File: config.mk
export PLATFORM = sky130hd
export DESIGN_NAME = half_bridge_interlock_protection
export DESIGN_NICKNAME = d
export VERILOG_FILES = /design/src/hw/bridge_pkg.sv /design/src/hw/pin_sync3.sv /design/src/hw/half_bridge_interlock_protection.sv
export SDC_FILE = /design/constraint.sdc
export NUM_CORES = 1
export LEC_CHECK = 0
export BUFFER_PORTS_ARGS = -buffer_cell sky130_fd_sc_hd__buf_2
export CORE_MARGIN = 2
export CORE_UTILIZATION = 30
export CTS_CLUSTER_SIZE = 12
export DETAILED_ROUTE_END_ITERATION = 10
export PLACE_DENSITY = 0.48
export SLEW_MARGIN = 10
export SYNTH_ARGS = -nofsm -noshare
export SYNTH_HDL_FRONTEND = slang
export SYNTH_SLANG_ARGS = --single-unit
File: constraint.sdc
create_clock -name clk_sys -period 2.1 [get_ports clk_sys]
set_input_delay 0.525 -clock clk_sys [delete_from_list [all_inputs] [get_ports clk_sys]]
set_output_delay 0.525 -clock clk_sys [all_outputs]
set_load 0.02 [all_outputs]
File: src/hw/bridge_pkg.sv
// Package of constants shared by the half-bridge interlock and protection logic.
package bridge_pkg;

   // System clock rate.
   localparam int CLK_MHZ = 25;

   // Overcurrent sample point after the high-side command rises, rounded up to whole cycles.
   localparam int DEBOUNCE_NS = 1500;
   localparam int DEBOUNCE_CYCLES = (DEBOUNCE_NS * CLK_MHZ + 999) / 1000;
   localparam int DBC_W = 6;

   // Consecutive overcurrent hits that start current limiting.
   localparam int OC_HITS = 14;
   localparam int OC_CNT_W = 4;

   // Register byte offsets.
   localparam logic [7:0] STATE_OFF = 8'h00;
   localparam logic [7:0] EVENT_OFF = 8'h04;
   localparam logic [7:0] MASK_OFF = 8'h08;
   localparam logic [7:0] CTRL_OFF = 8'h0c;

   // Event bit positions, shared by the event and mask registers.
   localparam int EV_SHORT = 0;
   localparam int EV_LIMIT = 1;
   localparam int EV_HOT = 2;
   localparam int EV_UNDERVOLTAGE_LOCKOUT = 3;
   localparam int EV_CONFLICT = 4;
   localparam int EV_OC_HIT = 5;
   localparam int EV_W = 6;

   // State register field positions.
   localparam int ST_OWNER = 0;
   localparam int ST_LIMIT = 2;
   localparam int ST_SHORT = 3;
   localparam int ST_HOT = 4;
   localparam int ST_UNDERVOLTAGE_LOCKOUT = 5;
   localparam int ST_HGATE = 6;
   localparam int ST_LGATE = 7;
   localparam int ST_OCCNT = 8;

   // Control register field and reset values.
   localparam int CTRL_REDUCE_EN = 0;
   localparam logic [EV_W-1:0] MASK_RESET = 6'h00;
   localparam logic CTRL_REDUCE_RESET = 1'b1;

   // Which command input currently owns the bridge; one bit changes from idle to either side.
   typedef enum logic [1:0] {
      OWN_NONE = 2'b00,
      OWN_HIGH = 2'b01,
      OWN_LOW = 2'b10
   } owner_t;

endpackage

File: src/hw/pin_sync3.sv
// Three-stage pin synchroniser whose output rises only when stages two and three are both high and falls as soon as they differ.
`timescale 1ns/1ns
module pin_sync3 #(
   parameter int WIDTH = 1
) (
   input wire logic clk_sys,
   input wire logic rst,
   input wire logic [WIDTH-1:0] pin,
   output logic [WIDTH-1:0] level
);

   logic [WIDTH-1:0] s1_reg;
   logic [WIDTH-1:0] s2_reg;
   logic [WIDTH-1:0] s3_reg;
   logic [WIDTH-1:0] level_next;

   // A bit rises only when two settled stages agree high, so one metastable high sample cannot pass; it falls when they differ.
   assign level_next = (s2_reg & s3_reg) | (level & ~(s2_reg ^ s3_reg));

   // The first stage feeds the second stage and nothing else.
   always_ff @(posedge clk_sys) begin
      if (rst) begin
         s1_reg <= '0;
         s2_reg <= '0;
         s3_reg <= '0;
         level <= '0;
      end else begin
         s1_reg <= pin;
         s2_reg <= s1_reg;
         s3_reg <= s2_reg;
         level <= level_next;
      end
   end

endmodule // pin_sync3

File: src/hw/half_bridge_interlock_protection.sv
// Half-bridge command interlock, overcurrent limiting, fault lockouts and AHB-Lite register slave.
//
// How it works
// - A command rising while the other is high is ignored, never both gates.
// - Simultaneous conflicting commands leave the phase output as it already was.
// - Overcurrent is sampled once per high-side pulse, 1.5 us after it rises.
// - Each sample above the 34 A flag advances the overcurrent hit counter.
// - The fourteenth consecutive hit forces high side off, low side on: current limit.
// - Current limit ends when the current falls below 0.8 of the threshold.
// - Above 68 A a short-circuit latch sets and drives the monitor pin high.
// - Only the supply reset clears the short-circuit latch; the controller cycles supply.
// - Over-temperature sets at 140 C and clears only at 120 C.
// - Bootstrap undervoltage lockout follows the input supply below 5.8 V flag.
// - A floating or above 4 V strength input selects full drive.
// - Reduced drive only in the Miller plateau with gate voltage above 1 V.
`timescale 1ns/1ns
module half_bridge_interlock_protection
   import bridge_pkg::*;
#(
   parameter int ADDR_W = 32
) (
   input wire logic clk_sys,
   input wire logic rst,
   input wire logic high_side_pwm_in,
   input wire logic low_side_pwm_in,
   input wire logic oc_above_flag,
   input wire logic oc_release_flag,
   input wire logic short_above_flag,
   input wire logic temp_hot_flag,
   input wire logic temp_cool_flag,
   input wire logic undervoltage_flag,
   input wire logic source_strength_set_max,
   input wire logic sink_strength_set_max,
   input wire logic miller_plateau_flag,
   input wire logic gate_above_1v_flag,
   input wire logic hsel,
   input wire logic [ADDR_W-1:0] haddr,
   input wire logic [1:0] htrans,
   input wire logic hwrite,
   input wire logic [2:0] hsize,
   input wire logic [31:0] hwdata,
   input wire logic hready,
   output logic hreadyout,
   output logic hresp,
   output logic [31:0] hrdata,
   output logic high_gate_on,
   output logic low_gate_on,
   output logic phase_output,
   output logic temp_fault_monitor_out,
   output logic source_drive_reduced,
   output logic sink_drive_reduced,
   output logic irq
);

   localparam logic [DBC_W-1:0] DBC_LAST = DBC_W'(DEBOUNCE_CYCLES - 1);
   localparam logic [OC_CNT_W-1:0] OC_LAST = OC_CNT_W'(OC_HITS - 1);

   // Word decode of the low address byte, used by both the read and write paths.
   function automatic logic word_hit(input logic [7:0] addr, input logic [7:0] off);
      word_hit = (addr[7:2] == off[7:2]);
   endfunction

   ////////////////////////////////////////////////////////////////////////////////
   // Pin inputs.
   localparam int NPIN = 12;
   logic [NPIN-1:0] pin_level;
   logic hs_cmd;
   logic ls_cmd;
   logic oc_above;
   logic oc_release;
   logic short_above;
   logic temp_hot;
   logic temp_cool;
   logic uv_low;
   logic src_max;
   logic snk_max;
   logic miller;
   logic gate_1v;

   // Every comparator and command pin is asynchronous to the clock.
   pin_sync3 #(.WIDTH(NPIN)) u_sync (
      .clk_sys(clk_sys),
      .rst(rst),
      .pin({gate_above_1v_flag, miller_plateau_flag, sink_strength_set_max, source_strength_set_max,
            undervoltage_flag, temp_cool_flag, temp_hot_flag, short_above_flag,
            oc_release_flag, oc_above_flag, low_side_pwm_in, high_side_pwm_in}),
      .level(pin_level)
   );

   assign {gate_1v, miller, snk_max, src_max, uv_low, temp_cool, temp_hot, short_above,
           oc_release, oc_above, ls_cmd, hs_cmd} = pin_level;

   ////////////////////////////////////////////////////////////////////////////////
   // Command interlock.
   owner_t owner_reg;
   owner_t owner_next;
   logic hs_prev_reg;
   logic ls_prev_reg;
   logic hs_rise;
   logic ls_rise;
   logic conflict;

   assign hs_rise = hs_cmd & ~hs_prev_reg;
   assign ls_rise = ls_cmd & ~ls_prev_reg;
   // Both commands seen rising in the same cycle from idle.
   assign conflict = hs_rise & ls_rise;

   // Ownership goes to whichever command rose first and is held until that command falls.
   always_comb begin
      owner_next = owner_reg;
      case (owner_reg)
         OWN_NONE: begin
            if (hs_rise && !ls_cmd) begin
               owner_next = OWN_HIGH;
            end else if (ls_rise && !hs_cmd) begin
               owner_next = OWN_LOW;
            end else begin
               owner_next = OWN_NONE;
            end
         end
         OWN_HIGH: owner_next = hs_cmd ? OWN_HIGH : OWN_NONE;
         OWN_LOW: owner_next = ls_cmd ? OWN_LOW : OWN_NONE;
         default: begin
            owner_next = OWN_NONE;
         end
      endcase
   end

   // A command that lost the race must fall and rise again; this avoids handing the bridge
   // straight across while the losing input may still be carrying a stale pulse.
   always_ff @(posedge clk_sys) begin
      if (rst) begin
         owner_reg <= OWN_NONE;
         hs_prev_reg <= 1'b0;
         ls_prev_reg <= 1'b0;
      end else begin
         owner_reg <= owner_next;
         hs_prev_reg <= hs_cmd;
         ls_prev_reg <= ls_cmd;
      end
   end

   ////////////////////////////////////////////////////////////////////////////////
   // Overcurrent sampling and current limit.
   logic dbc_run_reg;
   logic dbc_run_next;
   logic [DBC_W-1:0] dbc_cnt_reg;
   logic [DBC_W-1:0] dbc_cnt_next;
   logic sample_now;
   logic oc_hit;
   logic limit_enter;
   logic [OC_CNT_W-1:0] oc_cnt_reg;
   logic [OC_CNT_W-1:0] oc_cnt_next;
   logic limit_reg;
   logic limit_next;

   // The debounce timer starts on each high-side rise and is dropped if the pulse ends early.
   assign sample_now = dbc_run_reg & hs_cmd & (dbc_cnt_reg == DBC_LAST);
   assign oc_hit = sample_now & oc_above;
   assign limit_enter = oc_hit & (oc_cnt_reg == OC_LAST);
   assign dbc_run_next = hs_rise | (dbc_run_reg & hs_cmd & ~sample_now);
   assign dbc_cnt_next = hs_rise ? '0 : (dbc_cnt_reg + 1'b1);

   // Hit counter: advance on a hit, clear on a clean sample or on entering the limit.
   assign oc_cnt_next = limit_enter ? '0 :
                        oc_hit ? (oc_cnt_reg + 1'b1) :
                        sample_now ? '0 :
                        oc_cnt_reg;

   // Entry takes priority over release so a fresh hit is never lost.
   assign limit_next = limit_enter | (limit_reg & ~oc_release);

   always_ff @(posedge clk_sys) begin
      if (rst) begin
         dbc_run_reg <= 1'b0;
         dbc_cnt_reg <= '0;
         oc_cnt_reg <= '0;
         limit_reg <= 1'b0;
      end else begin
         dbc_run_reg <= dbc_run_next;
         dbc_cnt_reg <= dbc_cnt_next;
         oc_cnt_reg <= oc_cnt_next;
         limit_reg <= limit_next;
      end
   end

   ////////////////////////////////////////////////////////////////////////////////
   // Fault lockouts.
   logic short_reg;
   logic hot_reg;
   logic uv_reg;
   logic lockout;

   // The short-circuit latch has no clear path other than the supply reset.
   always_ff @(posedge clk_sys) begin
      if (rst) begin
         short_reg <= 1'b0;
         hot_reg <= 1'b0;
         uv_reg <= 1'b0;
      end else begin
         short_reg <= short_reg | short_above;
         hot_reg <= temp_hot | (hot_reg & ~temp_cool);
         uv_reg <= uv_low;
      end
   end

   assign lockout = short_reg | hot_reg | uv_reg;

   ////////////////////////////////////////////////////////////////////////////////
   // Gate and drive-strength outputs.
   logic ctrl_reduce_reg;
   logic hgate_next;
   logic lgate_next;
   logic reduce_window;

   // Current limit overrides the command owner; lockout overrides everything.
   assign hgate_next = ~lockout & ~limit_reg & (owner_next == OWN_HIGH);
   assign lgate_next = ~lockout & (limit_reg | (owner_next == OWN_LOW));
   assign reduce_window = ctrl_reduce_reg & miller & gate_1v;

   // Phase output holds its last level when no side conducts, so a conflict leaves it alone.
   always_ff @(posedge clk_sys) begin
      if (rst) begin
         high_gate_on <= 1'b0;
         low_gate_on <= 1'b0;
         phase_output <= 1'b0;
         temp_fault_monitor_out <= 1'b0;
         source_drive_reduced <= 1'b0;
         sink_drive_reduced <= 1'b0;
      end else begin
         high_gate_on <= hgate_next;
         low_gate_on <= lgate_next;
         phase_output <= hgate_next | (phase_output & ~lgate_next);
         temp_fault_monitor_out <= short_reg;
         source_drive_reduced <= reduce_window & ~src_max;
         sink_drive_reduced <= reduce_window & ~snk_max;
      end
   end

   ////////////////////////////////////////////////////////////////////////////////
   // Events and interrupt.
   logic short_prev_reg;
   logic limit_prev_reg;
   logic hot_prev_reg;
   logic uv_prev_reg;
   logic [EV_W-1:0] ev_set;
   logic [EV_W-1:0] ev_clr;
   logic [EV_W-1:0] event_reg;
   logic [EV_W-1:0] mask_reg;

   assign ev_set[EV_SHORT] = short_reg & ~short_prev_reg;
   assign ev_set[EV_LIMIT] = limit_reg & ~limit_prev_reg;
   assign ev_set[EV_HOT] = hot_reg & ~hot_prev_reg;
   assign ev_set[EV_UNDERVOLTAGE_LOCKOUT] = uv_reg & ~uv_prev_reg;
   assign ev_set[EV_CONFLICT] = conflict;
   assign ev_set[EV_OC_HIT] = oc_hit;

   always_ff @(posedge clk_sys) begin
      if (rst) begin
         short_prev_reg <= 1'b0;
         limit_prev_reg <= 1'b0;
         hot_prev_reg <= 1'b0;
         uv_prev_reg <= 1'b0;
         event_reg <= '0;
         irq <= 1'b0;
      end else begin
         short_prev_reg <= short_reg;
         limit_prev_reg <= limit_reg;
         hot_prev_reg <= hot_reg;
         uv_prev_reg <= uv_reg;
         // A set arriving with the clearing write wins.
         event_reg <= (event_reg & ~ev_clr) | ev_set;
         irq <= |(event_reg & mask_reg);
      end
   end

   ////////////////////////////////////////////////////////////////////////////////
   // AHB-Lite slave, zero wait states, always OKAY.
   logic addr_take;
   logic wr_pend_reg;
   logic [7:0] wr_addr_reg;
   logic wr_event;
   logic wr_mask;
   logic wr_ctrl;
   logic [31:0] state_word;
   logic [31:0] rd_word;
   logic [7:0] rd_addr;

   assign hreadyout = 1'b1;
   assign hresp = 1'b0;
   // Only word transfers are mapped; narrower sizes are accepted and treated as words.
   assign addr_take = hsel & htrans[1] & hready;
   assign rd_addr = haddr[7:0];

   assign wr_event = wr_pend_reg & word_hit(wr_addr_reg, EVENT_OFF);
   assign wr_mask = wr_pend_reg & word_hit(wr_addr_reg, MASK_OFF);
   assign wr_ctrl = wr_pend_reg & word_hit(wr_addr_reg, CTRL_OFF);
   assign ev_clr = wr_event ? hwdata[EV_W-1:0] : '0;

   assign state_word = {{(32 - ST_OCCNT - OC_CNT_W){1'b0}}, oc_cnt_reg, low_gate_on, high_gate_on,
                        uv_reg, hot_reg, short_reg, limit_reg, owner_reg};

   // Read data is chosen in the address phase and registered for the data phase.
   assign rd_word = word_hit(rd_addr, STATE_OFF) ? state_word :
                    word_hit(rd_addr, EVENT_OFF) ? {{(32 - EV_W){1'b0}}, event_reg} :
                    word_hit(rd_addr, MASK_OFF) ? {{(32 - EV_W){1'b0}}, mask_reg} :
                    word_hit(rd_addr, CTRL_OFF) ? {31'h0, ctrl_reduce_reg} :
                    32'h0000_0000;

   always_ff @(posedge clk_sys) begin
      if (rst) begin
         wr_pend_reg <= 1'b0;
         wr_addr_reg <= 8'h00;
         hrdata <= 32'h0000_0000;
      end else begin
         wr_pend_reg <= addr_take & hwrite;
         wr_addr_reg <= addr_take ? haddr[7:0] : wr_addr_reg;
         hrdata <= (addr_take && !hwrite) ? rd_word : hrdata;
      end
   end

   // Software mask and drive control.
   always_ff @(posedge clk_sys) begin
      if (rst) begin
         mask_reg <= MASK_RESET;
         ctrl_reduce_reg <= CTRL_REDUCE_RESET;
      end else begin
         mask_reg <= wr_mask ? hwdata[EV_W-1:0] : mask_reg;
         ctrl_reduce_reg <= wr_ctrl ? hwdata[CTRL_REDUCE_EN] : ctrl_reduce_reg;
      end
   end

endmodule // half_bridge_interlock_protection

==> impl_metrics.toml, run 1 <==
[floorplan]
num_rows = 43
ioPinCount = 127
die_x_um = 122
die_h_um = 122
coreArea_mm2 = 0.0138
dieArea_mm2 = 0.0150
start_util_pct = 30.5

[finish]
final_cell_mix = "dfxtp_1, nor2b_1, buf_2"
syn_to_final_growth_pct = 15.7
layout-drive-gt1-share_pct = 16.2
mostFrequentLayoutCell = "dfxtp_1"
nets = 586
diodes = 0
design_area_mm2 = 0.00487
final_cells = 668

[critical_path]
critPathRequiredTime_ps = 2380
crit_type = "register to register"
crit_arrival_ps = 1830
path_max_fanout = 6
r2r_setup_slack_ps = 550
startpoint_type = "register"
end_kind = "register"

[global_route]
grt_pass1_vias = 2852
grt_max_degree = 36
grt_remaining_overflow = 0
grt_pass1_wl_um = 13600
grtUsageTotal_pct = 11.6
antenna_found_initial = 0

[route]
wire_per_inst_um = 12.2
viasPerCell = 4.54
drt-pass1-iter-count = 4
totalWireLength_um = 8150
drt-initial-drc-count = 113
drtAntennaViolNets = 0
num_vias = 3035
drc = 0

[timing]
relSlewSlack_pct = 64.7
fin_skew_ps = 8.22
worst_slew_pin_slew_ps = 530
fin_ws_ps = 548
period_needed_ps = 1550
hold_viol = 0
period_share_pct = 73.9
rsz0062_at_grt = "no"
fmax_mhz = 645
setup-tns-final_ps = 0
maxSlewViolCount = 0
setup_viol = 0
hold_ws_ps = 392

[placement]
gp_congestion = 0.816
dpl_cell_area_mm2 = 0.00457
dp_hpwl_um = 6000
pre_cts_slack_ps = 359
dpl.cell_count = 653
io_buffers = 48

[yosys]
yosys_register_bits = 109
syn_area_mm2 = 0.00421
avgSynthCellArea_um2 = 9.62
synth_edf_count = 0
synth_seq_area_share_pct = 51.9
yosysWarnings = 0
synth-main-ff-cell = "dfxtp_1"
synthArstFlopShare_pct = 0
synthCells = 437
synth_cell_types = 55

[worst_hold_path]
hold_path.class = "primary input to register"

[pwr]
p_leak_nw = 2.02
netSwitchingPower_mw = 0.873
comb_power_share_pct = 5.4
power_frac_seq_pct = 53.1
swShare_pct = 21.8
power_frac_clock_pct = 41.5
ir_drop_uv = 492
powerDensity_mw_per_mm2 = 823
intPower_mw = 3.13

[flow_run]
cap_violations = 0

[clock_network]
cts_setup_buffers = 0
max-clock-path-buffers = 2
clk_pin_slew_ps = 70
clock_latency_ps = 340
ctsHoldBuffers = 0
cts.root.buffer_cell = "clkbuf_16"
numCtsBuffers = 9
cts_resized = 0
tritoncts = "done"
h-tree-depth = 3
cts_sinks = 109

[run_status]
status = "complete, no violations"
-- power groups by stage --
stage          Combinational, mW  Sequential [mW]  Clock (mW)
6_report                   0.217             2.13        1.66
5_1_grt                    0.248             2.13        1.81
4_1_cts                    0.220             2.13        1.73
3_5_place_dp               0.220             2.17           0
3_3_place_gp               0.216             2.17           0
2_1_floorplan              0.180             2.17           0
-- area by class of cell --
cell class | count | area [µm²]
Fill cell | 1437 | 8910
Inverter | 25 | 93.8
Clock buffer | 11 | 243
Sequential cell | 109 | 2180
Multi-Input combinational cell | 282 | 1770
Timing Repair Buffer | 57 | 308
Tap cell | 180 | 225
Clock inverter | 4 | 48.8
-- worst paths after layout --
path | start | endpoint | cells after the start
worst max register to register | dbc_cnt_reg[2]$_SDFF_PP0_ | limit_reg$_SDFF_PP0_ | 3
worst min-delay path | sink_strength_set_max | u_sync.s1_reg[9]$_SDFF_PP0_ | 2
worst min register to register | u_sync.level[9]$_SDFF_PP0_ | sink_drive_reduced$_SDFF_PP0_ | 1
worst max-delay path | dbc_cnt_reg[2]$_SDFF_PP0_ | limit_reg$_SDFF_PP0_ | 3
-- logic make-up (layout without fill, tap and decap cells) --
logic type                 count (synthesis)  count (layout)  synth area share [%]
and+or+nand+nor                          161             161                  21.3
muxes                                      8               8                  2.23
other                                      2              22                 0.179
xor gates and xnor gates                   3               3                 0.625
adders and majority gates                 16              16                  4.76
DFF                                      109             109                  51.9
AOI/OAI and AO/OA                         72              72                  11.1
buffers and inverters                     66              97                  7.91
-- Yosys cell counts (all sizes together), types with 3 or more instances --
cell type,instances,area (µm²)
nand4,11,68.8
and3b,3,26.3
nand2,15,56.3
buf,26,183
a31oi,3,18.8
nor2b,50,313
a22oi,3,22.5
o21ai,12,60.1
nand3,20,100
a32o,5,50.1
mux2i,6,60.1
dfxtp,109,2180
ha,16,200
nor2,36,135
clkbuf,15,56.3
a221oi,4,35.0
inv,25,93.8
o2111ai,4,35.0
nand2b,6,37.5
a21oi,29,149
-- through the flow --
| stage | total power, mW | util [%] |
|---|---|---|
| after detailed placement | 2.39 | 33.2 |
| after CTS | 4.08 | 35.3 |
| after floorplan | 2.35 | - |
| after global placement | 2.39 | 33.2 |
| final | 4.00 | 35.3 |
| after global routing | 4.19 | 35.3 |
-- critical path, stage by stage (launching register included) --
cell and delay [ps]:
dfxtp_1 390, or3b_4 440, or4_4 530, a21oi_2 130
-- metal layers --
layer | wire length (µm) | part of all wire, % | track usage [%]
met5 | 0 | 0 | 0
met1 | 3920 | 48 | 15.2
met2 | 3720 | 46 | 18.3
met3 | 412 | 5.1 | 3.30
met4 | 93 | 1.1 | 3.88
Power figures use the tool's default switching activity.
==> run 2, diff against run 1 <==
- PLACE_DENSITY: 0.48 -> 0.5
- clock period: 2.1 -> 1.25 ns (I/O delays scaled with it)
==> run 2 against run 1 <==
The run now ends with negative setup slack left. First-iteration DRC count increased by 26%. Maximum frequency increased by 11%. Count of clock-buffer cells in the layout fell by 1. Sequential cell count did not move. Register-to-register slack got worse by 700 ps. Power increased by 82%. Hold slack got worse by 220 ps. Global-route usage increased by 0.87 points. Non-clock buffer count grew 46. Via count up 5.6%. Sequential share of layout area decreased by 5.0 points. Cell count grew 7.0%. Critical path type unchanged. Largest cell class unchanged.
==> impl_metrics.toml, run 2 (synthesis gave the netlist of run 1 again) <==
[run_status]
status = "finished with violations"
violations = "negative setup slack"

[floorplan]
dieArea_mm2 = 0.0150
die_x_um = 122
start_util_pct = 30.5
coreArea_mm2 = 0.0138
num_rows = 43
die_h_um = 122
ioPinCount = 127

[global_route]
grt_remaining_overflow = 0
grt_pass1_vias = 3134
grt_max_degree = 31
grtUsageTotal_pct = 12.5
antenna_found_initial = 0
grt_pass1_wl_um = 14700

[route]
drc = 0
drt-pass1-iter-count = 4
wire_per_inst_um = 12.4
totalWireLength_um = 8840
drtAntennaViolNets = 0
drt-initial-drc-count = 142
viasPerCell = 4.48
num_vias = 3205

[critical_path]
slowest_delay_ps = 520
path_buf_inv = 0
end_kind = "register"
path_max_fanout = 2
crit_arrival_ps = 1680
crit_type = "register to register"
startpoint_type = "register"
critPathRequiredTime_ps = 1530
slowest_stage = "or4_4"
path_cells = "or3b_4 > or4_4 > a21oi_2"
path_delay_family = "simple AND/OR/NAND/NOR gates"

[pwr]
intPower_mw = 5.73
comb_power_share_pct = 7.2
ir_drop_uv = 682
swShare_pct = 21.3
netSwitchingPower_mw = 1.55
p_leak_nw = 2.32
power_frac_clock_pct = 43.8
power_frac_seq_pct = 49.0
powerDensity_mw_per_mm2 = 1320

[timing]
setup-tns-final_ps = -906
setup_viol = 14
fin_ws_ps = -148
period_needed_ps = 1400
fmax_mhz = 715
fin_skew_ps = 5.92
period_share_pct = 112
rsz0062_at_grt = "yes"
hold_ws_ps = 176
hold_viol = 0
maxSlewViolCount = 0

[clock_network]
cts_sinks = 109
ctsHoldBuffers = 0
tritoncts = "done"
clock_latency_ps = 340
max-clock-path-buffers = 2
h-tree-depth = 3
cts.root.buffer_cell = "clkbuf_16"
clk_pin_slew_ps = 70
numCtsBuffers = 9

[placement]
io_buffers = 48
dp_hpwl_um = 6400
gp_congestion = 0.836
dpl_cell_area_mm2 = 0.00495

[flow_run]
cap_violations = 0

[finish]
syn_to_final_growth_pct = 30.8
final_cell_mix = "dfxtp_1, nor2b_1, buf_2"
mostFrequentLayoutCell = "dfxtp_1"
design_area_mm2 = 0.00550
nets = 632
layout-drive-gt1-share_pct = 30.7
diodes = 0
nFillCells = 1399

[worst_hold_path]
hold_path.class = "primary input to register"
## run 2: cell types whose count changed in the layout (fill, tap and decap cells not counted), sizes merged
cell	delta
clkinvlp	+1
clkinv	-1
buf	+46
clkbuf	-1
bufinv	+2
## run 2: area by class of cell
cell class,instances,area (µm²),area share [%]
multi-input combinational,282,1930,35.2
tap,180,225,4.10
timing repair buffer,103,713,13.0
inverter,25,93.8,1.71
clock buffer,10,229,4.16
clock inverter,6,111,2.03
sequential,109,2190,39.9
## run 2: final timing paths
check | from | end | slack (ps) | depth (start not counted)
worst max-delay path | dbc_cnt_reg[4]$_SDFF_PP0_ | limit_reg$_SDFF_PP0_ | -150 | 3
worst max register to register | dbc_cnt_reg[4]$_SDFF_PP0_ | limit_reg$_SDFF_PP0_ | -150 | 3
worst min register to register | u_sync.level[8]$_SDFF_PP0_ | source_drive_reduced$_SDFF_PP0_ | 420 | 1
worst min-delay path | undervoltage_flag | u_sync.s1_reg[7]$_SDFF_PP0_ | 180 | 2
## run 2: power groups by stage
stage               clock network, mW  logic, mW  registers, mW
finish                           3.19      0.526           3.57
global route                     3.43      0.584           3.58
CTS                              3.30      0.498           3.57
detailed placement                  0      0.466           3.65
global placement                    0      0.459           3.64
floorplan                           0      0.314           3.64
## run 2: metal layers
layer	global-route usage, %	part of all wire (%)
met1	15.7	46
met2	20.2	48
met5	0	0
met4	4.09	1.3
met3	4.00	5.2
## run 2: worst register-to-register path, stage by stage, from the launching register on
cell and delay [ps]:
dfxtp_2 320, or3b_4 390, or4_4 520, a21oi_2 110
## run 2: repair_timing
action / 4_1_cts / 5_1_grt
cloned: 1 / 0
endpoints found under the setup margin: 18 / 19
buffers inserted: 3 / 0
hold endpoints to repair: 0 / 0
gates resized for setup: 20 / 30
pin swaps: 9 / 21
## run 2: per-stage QoR
step                worst slack, ps  cells  utilization, %  power, mW
finish                         -148    715            39.9       7.28
global route                   -172    715            39.9       7.59
CTS                            -153    715            39.0       7.37
detailed placement             -254    696            35.9       4.11
global placement               -237    696            35.9       4.10
floorplan                      -188    457               -       3.96
